$ cat src/rtl/evd_defines.svh
// constants for the exception vector dispatcher
`ifndef EVD_DEFINES_SVH
`define EVD_DEFINES_SVH

`define EVD_VEC_W        8
`define EVD_VEC_DIVIDE   8'h00
`define EVD_VEC_NMI      8'h02
`define EVD_VEC_INVOP    8'h06
`define EVD_VEC_DOUBLE   8'h08
`define EVD_VEC_OVERRUN  8'h09
`define EVD_VEC_BADTSS   8'h0a
`define EVD_VEC_ABSENT   8'h0b
`define EVD_VEC_STACK    8'h0c
`define EVD_VEC_PROTECT  8'h0d
`define EVD_VEC_PAGE     8'h0e
`define EVD_VEC_RSVD15   8'h0f
`define EVD_VEC_LAPIC_LO 8'h10
`define EVD_VEC_ARCH_HI  8'h1f
`define EVD_VEC_USER_LO  8'h20
`define EVD_ERR_ZERO     32'h0000_0000

`endif

$ cat src/rtl/evd_pkg.sv
// types shared by the exception vector dispatcher
package evd_pkg;
   // dispatch sequence, gray coded along the bus vector path
   typedef enum logic [2:0] {
      EVD_IDLE    = 3'h0,
      EVD_VECREAD = 3'h1,
      EVD_FETCH   = 3'h3,
      EVD_RUN     = 3'h2,
      EVD_HALT    = 3'h6
   } evd_state_t;

   // exception class reported with each dispatch
   typedef enum logic [1:0] {
      EVD_CLS_FAULT = 2'h0,
      EVD_CLS_TRAP  = 2'h1,
      EVD_CLS_ABORT = 2'h2,
      EVD_CLS_MASKABLE_IRQ_PIN  = 2'h3
   } evd_class_t;

   // origin of the event being dispatched
   typedef enum logic [2:0] {
      EVD_SRC_EXC  = 3'h0,
      EVD_SRC_NMI  = 3'h1,
      EVD_SRC_LINT = 3'h2,
      EVD_SRC_BUS  = 3'h3,
      EVD_SRC_SW   = 3'h4
   } evd_src_t;
endpackage

$ cat src/rtl/evd_dispatch.sv
// exception and interrupt vector dispatcher, top level
`timescale 1ns/1ps
`include "evd_defines.svh"
module evd_dispatch
   import evd_pkg::*;
#(
   parameter int VW = `EVD_VEC_W,
   parameter int EW = 32
) (
   // clock and reset
   input  wire logic          sys_clk,
   input  wire logic          nrst,
   // local interrupt pins and controller setup
   input  wire logic [1:0]    local_irq_pins,
   input  wire logic          lapicEnable,
   input  wire logic [VW-1:0] lvtVector0,
   input  wire logic [VW-1:0] lvtVector1,
   input  wire logic [1:0]    lvtMask,
   input  wire logic          ifFlag,
   // core exception requests, held until evtTaken
   input  wire logic          divide_error_fault,
   input  wire logic          invalid_opcode_fault,
   input  wire logic          double_fault_abort,
   input  wire logic          bad_task_state_fault,
   input  wire logic          segment_absent_fault,
   input  wire logic          stackFault,
   input  wire logic          protection_fault,
   input  wire logic          page_translation_fault,
   input  wire logic [EW-1:0] excErrCode,
   // software interrupt request
   input  wire logic          swIntReq,
   input  wire logic [VW-1:0] swIntVector,
   // system bus vector read
   output logic               vecReadReq,
   input  wire logic          busVecValid,
   input  wire logic [VW-1:0] busVector,
   // handler descriptor table read
   output logic               tableRdReq,
   output logic [VW-1:0]      tableIndex,
   input  wire logic          tableValid,
   input  wire logic [EW-1:0] tableEntry,
   // task control
   input  wire logic          handlerDone,
   input  wire logic          recoverable,
   output logic               evtTaken,
   output logic               handlerStart,
   output logic [EW-1:0]      handlerEntry,
   output logic               taskSuspended,
   output logic               taskResume,
   output logic               taskAbort,
   // dispatch report
   output logic [VW-1:0]      dispVector,
   output evd_class_t         dispClass,
   output logic               dispPushErr,
   output logic [EW-1:0]      dispErrCode,
   output evd_src_t           dispSrc,
   output logic               nmiInService,
   output logic               illegalVector
);
   typedef struct packed {
      evd_state_t    state;
      logic [1:0]    pinPrev;
      logic [1:0]    lintPend;
      logic          nmiPend;
      logic          vecReadReq;
      logic          tableRdReq;
      logic [VW-1:0] tableIndex;
      logic          evtTaken;
      logic          handlerStart;
      logic [EW-1:0] handlerEntry;
      logic          taskSuspended;
      logic          taskResume;
      logic          taskAbort;
      logic [VW-1:0] dispVector;
      evd_class_t    dispClass;
      logic          dispPushErr;
      logic [EW-1:0] dispErrCode;
      evd_src_t      dispSrc;
      logic          nmiInService;
      logic          illegalVector;
   } evd_regs_t;

   evd_regs_t  r;
   evd_regs_t  next_r;
   logic [1:0] rstStage;
   logic       rstSyncN;
   logic [1:0] pinSync;
   logic [1:0] pinRise;
   logic [7:0] excReq;
   evd_class_t lkClass;
   logic       lkPushErr;

   // reset release through two flops
   always_ff @(posedge sys_clk or negedge nrst) begin
      if (!nrst) begin
         rstStage <= 2'h0;
      end else begin
         rstStage <= {rstStage[0], 1'b1};
      end
   end
   assign rstSyncN = rstStage[1];

   evd_pin_sync #(
      .WIDTH (2)
   ) u_pin_sync (
      .sys_clk  (sys_clk),
      .rstSyncN (rstSyncN),
      .pinIn    (local_irq_pins),
      .pinSync  (pinSync)
   );

   evd_vec_class u_vec_class (
      .vector     (r.dispVector),
      .vecClass   (lkClass),
      .pushesErr  (lkPushErr),
      .archVector ()
   );

   // rising edges and exception requests in priority order
   assign pinRise = pinSync & ~r.pinPrev;
   assign excReq  = {divide_error_fault, invalid_opcode_fault, bad_task_state_fault, segment_absent_fault,
                     stackFault, protection_fault, page_translation_fault, double_fault_abort};

   // vector of the highest-priority exception request
   function automatic logic [VW-1:0] excVector(input logic [7:0] req);
      logic [VW-1:0] v;
      v = `EVD_VEC_DIVIDE;
      if (req[7]) v = `EVD_VEC_DIVIDE;
      if (req[6]) v = `EVD_VEC_INVOP;
      if (req[5]) v = `EVD_VEC_BADTSS;
      if (req[4]) v = `EVD_VEC_ABSENT;
      if (req[3]) v = `EVD_VEC_STACK;
      if (req[2]) v = `EVD_VEC_PROTECT;
      if (req[1]) v = `EVD_VEC_PAGE;
      if (req[0]) v = `EVD_VEC_DOUBLE;
      return v;
   endfunction

   // next-state logic
   always_comb begin
      next_r               = r;
      next_r.pinPrev       = pinSync;
      next_r.evtTaken      = 1'b0;
      next_r.handlerStart  = 1'b0;
      next_r.taskResume    = 1'b0;
      next_r.illegalVector = 1'b0;
      case (r.state)
         EVD_IDLE: begin
            if (|excReq) begin
               next_r.dispVector  = excVector(excReq);
               next_r.dispSrc     = EVD_SRC_EXC;
               next_r.dispErrCode = double_fault_abort ? `EVD_ERR_ZERO : excErrCode;
               next_r.evtTaken    = 1'b1;
               next_r.state       = EVD_FETCH;
            end else if (r.nmiPend && !r.nmiInService) begin
               next_r.dispVector   = `EVD_VEC_NMI;
               next_r.dispSrc      = EVD_SRC_NMI;
               next_r.nmiPend      = 1'b0;
               next_r.nmiInService = 1'b1;
               next_r.state        = EVD_FETCH;
            end else if (lapicEnable && r.lintPend[0]) begin
               next_r.dispVector  = lvtVector0;
               next_r.dispSrc     = EVD_SRC_LINT;
               next_r.lintPend[0] = 1'b0;
               next_r.state       = EVD_FETCH;
            end else if (lapicEnable && r.lintPend[1]) begin
               next_r.dispVector  = lvtVector1;
               next_r.dispSrc     = EVD_SRC_LINT;
               next_r.lintPend[1] = 1'b0;
               next_r.state       = EVD_FETCH;
            end else if (!lapicEnable && pinSync[0] && ifFlag) begin
               next_r.vecReadReq = 1'b1;
               next_r.dispSrc    = EVD_SRC_BUS;
               next_r.state      = EVD_VECREAD;
            end else if (swIntReq) begin
               // software interrupts ignore the enable flag
               next_r.dispVector = swIntVector;
               next_r.dispSrc    = EVD_SRC_SW;
               next_r.evtTaken   = 1'b1;
               next_r.state      = EVD_FETCH;
            end
            next_r.tableRdReq = (next_r.state == EVD_FETCH);
            next_r.tableIndex = next_r.dispVector;
         end
         EVD_VECREAD: begin
            // vector taken from the system bus
            if (busVecValid) begin
               next_r.vecReadReq = 1'b0;
               next_r.dispVector = busVector;
               next_r.tableIndex = busVector;
               next_r.tableRdReq = 1'b1;
               next_r.state      = EVD_FETCH;
            end
         end
         EVD_FETCH: begin
            if (tableValid) begin
               next_r.tableRdReq    = 1'b0;
               next_r.handlerEntry  = tableEntry;
               next_r.handlerStart  = 1'b1;
               next_r.taskSuspended = 1'b1;
               next_r.dispClass     = (r.dispSrc == EVD_SRC_EXC) ? lkClass : EVD_CLS_MASKABLE_IRQ_PIN;
               // software and interrupts push no code
               next_r.dispPushErr   = (r.dispSrc == EVD_SRC_EXC) && lkPushErr;
               next_r.state         = EVD_RUN;
            end
         end
         EVD_RUN: begin
            // resume or abort at handler end
            if (handlerDone) begin
               next_r.taskSuspended = 1'b0;
               next_r.nmiInService  = 1'b0;
               if (recoverable) begin
                  next_r.taskResume = 1'b1;
                  next_r.state      = EVD_IDLE;
               end else begin
                  next_r.taskAbort = 1'b1;
                  next_r.state     = EVD_HALT;
               end
            end
         end
         EVD_HALT: begin
            next_r.taskAbort = 1'b1;
         end
         default: begin
            next_r.state = EVD_IDLE;
         end
      endcase
      // with the controller off, a pin 1 edge latches a non-maskable request, set wins
      if (!lapicEnable && pinRise[1]) begin
         next_r.nmiPend = 1'b1;
      end
      // programmed vectors below 16 are rejected
      if (lapicEnable && pinRise[0] && !lvtMask[0]) begin
         if (lvtVector0 < `EVD_VEC_LAPIC_LO) begin
            next_r.illegalVector = 1'b1;
         end else begin
            next_r.lintPend[0] = 1'b1;
         end
      end
      if (lapicEnable && pinRise[1] && !lvtMask[1]) begin
         if (lvtVector1 < `EVD_VEC_LAPIC_LO) begin
            next_r.illegalVector = 1'b1;
         end else begin
            next_r.lintPend[1] = 1'b1;
         end
      end
   end

   // state register
   always_ff @(posedge sys_clk or negedge rstSyncN) begin
      if (!rstSyncN) begin
         r <= '0;
      end else begin
         r <= next_r;
      end
   end

   // outputs straight from the state register
   assign vecReadReq    = r.vecReadReq;
   assign tableRdReq    = r.tableRdReq;
   assign tableIndex    = r.tableIndex;
   assign evtTaken      = r.evtTaken;
   assign handlerStart  = r.handlerStart;
   assign handlerEntry  = r.handlerEntry;
   assign taskSuspended = r.taskSuspended;
   assign taskResume    = r.taskResume;
   assign taskAbort     = r.taskAbort;
   assign dispVector    = r.dispVector;
   assign dispClass     = r.dispClass;
   assign dispPushErr   = r.dispPushErr;
   assign dispErrCode   = r.dispErrCode;
   assign dispSrc       = r.dispSrc;
   assign nmiInService  = r.nmiInService;
   assign illegalVector = r.illegalVector;
endmodule

$ cat src/rtl/evd_pin_sync.sv
// two-flop synchroniser for a group of pins
`timescale 1ns/1ps
module evd_pin_sync #(
   parameter int WIDTH = 2
) (
   // clock and reset
   input  wire logic             sys_clk,
   input  wire logic             rstSyncN,
   // pins in, synchronised levels out
   input  wire logic [WIDTH-1:0] pinIn,
   output logic      [WIDTH-1:0] pinSync
);
   logic [WIDTH-1:0] stage1;

   // per-bit double flop, first stage read only by the second
   for (genvar i = 0; i < WIDTH; i++) begin : g_bit
      always_ff @(posedge sys_clk or negedge rstSyncN) begin
         if (!rstSyncN) begin
            stage1[i]  <= 1'b0;
            pinSync[i] <= 1'b0;
         end else begin
            stage1[i]  <= pinIn[i];
            pinSync[i] <= stage1[i];
         end
      end
   end
endmodule

$ cat src/rtl/evd_vec_class.sv
// class and error-code lookup for an architecture vector
`timescale 1ns/1ps
`include "evd_defines.svh"
module evd_vec_class
   import evd_pkg::*;
(
   // vector in
   input  wire logic [`EVD_VEC_W-1:0] vector,
   // classification out
   output evd_class_t                 vecClass,
   output logic                       pushesErr,
   output logic                       archVector
);
   // fixed lookup over the architecture span
   always_comb begin
      vecClass   = EVD_CLS_FAULT;
      pushesErr  = 1'b0;
      archVector = (vector <= `EVD_VEC_ARCH_HI);
      case (vector)
         `EVD_VEC_NMI:    vecClass = EVD_CLS_MASKABLE_IRQ_PIN;
         8'h03, 8'h04:    vecClass = EVD_CLS_TRAP;
         `EVD_VEC_DOUBLE: begin
            vecClass  = EVD_CLS_ABORT;
            pushesErr = 1'b1;
         end
         `EVD_VEC_BADTSS, `EVD_VEC_ABSENT, `EVD_VEC_STACK, `EVD_VEC_PROTECT, `EVD_VEC_PAGE: begin
            pushesErr = 1'b1;
         end
         `EVD_VEC_OVERRUN, `EVD_VEC_RSVD15: pushesErr = 1'b0;
         default: begin
            if (!archVector) begin
               vecClass = EVD_CLS_MASKABLE_IRQ_PIN;
            end
         end
      endcase
   end
endmodule

$ cat config.mk
export PLATFORM = sky130hd
export DESIGN_NAME = evd_dispatch
export DESIGN_NICKNAME = d
export VERILOG_FILES = /design/src/rtl/evd_pkg.sv /design/src/rtl/evd_dispatch.sv /design/src/rtl/evd_pin_sync.sv /design/src/rtl/evd_vec_class.sv
export VERILOG_INCLUDE_DIRS = /design/src /design/src/rtl
export SDC_FILE = /design/constraint.sdc
export NUM_CORES = 1
export LEC_CHECK = 0
export BUFFER_PORTS_ARGS = -buffer_cell sky130_fd_sc_hd__buf_4
export CAP_MARGIN = 10
export CORE_ASPECT_RATIO = 0.75
export CORE_MARGIN = 3
export CORE_UTILIZATION = 45
export DETAILED_ROUTE_END_ITERATION = 10
export GPL_ROUTABILITY_DRIVEN = 1
export MAX_ROUTING_LAYER = met4
export PLACE_DENSITY = 0.76
export SYNTH_ARGS = -nofsm -noshare
export SYNTH_HDL_FRONTEND = slang
export SYNTH_SLANG_ARGS = --single-unit
$ cat constraint.sdc
create_clock -name sys_clk -period 9 [get_ports sys_clk]
set_clock_uncertainty 0.05 [all_clocks]
set_input_delay 0.9 -clock sys_clk [delete_from_list [all_inputs] [get_ports sys_clk]]
set_output_delay 0.9 -clock sys_clk [all_outputs]
set_load 0.03 [all_outputs]
==> flow_summary.ini <==
[worst_setup_path]
cp.arrival_ns = 3.30
critPathMaxFanout = 66
critical_path_class = input port to flip-flop
critPathMaxStageDelay_ns = 0.71
path_cells = buf_4 -> or4_4 -> or2_2 -> nand2_2 -> and3b_1 -> mux2_2
critPathLaunchType = input port
end_kind = flip-flop
worstPathRequired_ns = 9.17
crit_buf_inv = 1
critPathTopFamily = simple AND/OR/NAND/NOR gates
critPathSlowestCell = nand2_2

[synthesis]
yosys_warnings = 0
syn_avg_cell_area_um2 = 9.030
yosys-top-cells-area = dfrtp_1 50%, buf_4 13%, nand2_1 11%, o21ai_0 4.8%, nand2b_1 4.3%
synth_cells = 562
syn_area_um2 = 5075
synth-xor-area-share = 0.003452
async_reset_ff_frac = 1.000
syn_nets = 679
synth-edff-count = 0
yosysTopAreaCell = dfrtp_1
ys_ff_latch = 101
muxShareOfSynthArea = 0.004191
seq_area_frac_synth = 0.4980
yosys.area_share.simple = 0.2310
yosysUniqueCellTypes = 52
synth_top_family_by_area = simple AND/OR/NAND/NOR gates
synth_top_flop_cell = dfrtp_1
synth_top_area_share = 0.4980
synth_fa_ha_area_frac = 0
synth_compound_area_frac = 0.1109

[clock_network]
post_cts_resized = 0
worstSkewPairLatency_ns = 0.34
cts_tree = yes
cts_hold_buf = 0
cts_buffers = 9
cts_setup_buffers = 0
htreeDepth = 3
ctsLongestPathBuffers = 2
cts.sinks = 101
clock_tree.root_cell = clkbuf_16
clkTransAtPathRegs_ns = 0.07

[sta]
finalCritPeriodShare = 0.3470
setup_ws_ns = 5.877
setup_violations = 0
fin_tns_setup_ns = 0
layout_min_cycle_time_ns = 3.123
fmax_mhz = 320.2
tightest_slew_ns = 0.9642
drv_slew = 0
relSlewSlack = 0.3549
rsz0062_at_grt = false
hold_viol = 0

[pwr]
power_frac_clock = 0.185
irDropWorstVdd_uv = 235.0
leakagePower_nw = 3.214
power_density_nw_per_um2 = 330.2
power_frac_comb = 0.467
seqPwrFrac = 0.349
switching_share = 0.4354
intPower_w = 0.001197
power.switching_w = 0.0009231

[layout]
multi_input_area_um2 = 1785
nFillCells = 943
drive_gt1_frac = 0.3539
layout_commonest_cell = buf_4
fin_area_um2 = 6421
num_antenna_cells = 0
syn_to_final_growth_pct = 26.53
nNetsFinal = 793
mostFrequentLayoutCells = 213 x buf_4, 148 x nand2_1, 100 x dfrtp_1
fin_util = 0.6029
register_area_um2 = 2531

[min_path]
hold_path.class = flip-flop to async pin

[routing]
routed_wl_um = 12610
wire_per_inst_um = 15.44
via_per_inst = 5.001
antenna_left = 0
drc = 0
first_iter_violations = 239
via_count = 4086
first_pass_iters = 5

[placement]
io_buffers = 211
gp_congestion = 0.8950
pre_cts_slack_ns = 5.526
dp_hpwl_um = 9705
detailed_place.area_um2 = 6100

[global_route]
grt_start_max_net_pins = 67
grt_pass1_wl_um = 20130
antenna_found_initial = 0
first_global_vias = 4036
grt-ovfl-total = 0
track_usage = 0.2047

[floorplan]
core-area_um2 = 10650
die_y_um = 97.97
dieArea_um2 = 12600
rows = 32
ios = 212
start_util = 0.4765
die_x_um = 128.6

[flow_run]
cap_violations = 0

[status]
status = finished clean
## power by group through the flow
| stage | logic (W) | clock network, W | registers (W) |
|---|---|---|---|
| final | 0.000989 | 0.000392 | 0.000739 |
| after floorplan | 0.000836 | 0 | 0.000725 |
| after CTS | 0.000995 | 0.000403 | 0.000739 |
| after detailed placement | 0.000991 | 0 | 0.000746 |
| after global routing | 0.00107 | 0.000425 | 0.000762 |
| after global placement | 0.000972 | 0 | 0.000736 |
## synth_stat cells, types with 5 or more instances
cell	count
nor2_1	17
buf_2	6
nand2_1	149
nand3b_1	9
dfrtp_1	101
buf_4	85
nand2b_1	35
a21oi_1	11
o221ai_1	5
o21ai_0	49
clkbuf_1	18
nand3_1	7
## kinds of logic after synthesis
family,Yosys count
other,1
and+or+nand+nor,248
muxes,2
AOI/OAI and AO/OA,92
DFF,101
buffers and inverters,116
xor gates and xnor gates,2
## metrics by stage
stage	instances	power, W	hold WS, ns
floorplan	562	0.001561	0.2812
global placement	800	0.001708	0.2609
detailed placement	800	0.001737	0.2697
CTS	816	0.002137	0.2694
global route	817	0.002255	0.2670
finish	817	0.002120	0.2563
## metal layers
layer,vias up,global-route usage,routed length [um]
met5,-,-,0
met4,0,0.05085,214
met3,19,0.04647,838
met2,159,0.3377,6278
met1,1908,0.2568,5280
li1,2000,-,-
## state kept, by name (all words and copies together), names as in the netlist, 2 cells and up
name and cells:
dispClass 2, dispErrCode 32, dispSrc 3, handlerEntry 32, r 8, rstStage 2, tableIndex 8, u_pin_sync.pinSync 2
u_pin_sync.stage1 2
## area by class of cell
| cell class | count | area share |
|---|---|---|
| clock buffer | 10 | 0.03722 |
| clock inverter | 6 | 0.01091 |
| inverter | 5 | 0.002923 |
| multi-input combinational | 345 | 0.2781 |
| sequential | 101 | 0.3942 |
| tap | 136 | 0.02650 |
| timing repair buffer | 214 | 0.2502 |
## worst paths after layout
kind	from	to	slack [ns]	depth (start not counted)
worst max-delay path	double_fault_abort	vecReadReq$_DFFE_PN0P_	5.88	6
worst min-delay path	rstStage[1]$_DFF_PN0_	handlerEntry[17]$_DFFE_PN0P_	0.26	0
worst max register to register	r[101]$_DFFE_PN0P_	vecReadReq$_DFFE_PN0P_	6.30	4
worst min register to register	rstStage[1]$_DFF_PN0_	handlerEntry[17]$_DFFE_PN0P_	0.26	0
max in group asynchronous	rstStage[1]$_DFF_PN0_	handlerEntry[31]$_DFFE_PN0P_	7.50	1
min in group sys_clk	u_pin_sync.stage1[0]$_DFF_PN0_	u_pin_sync.pinSync[0]$_DFF_PN0_	0.30	0
(Power assumes the default switching activity.)
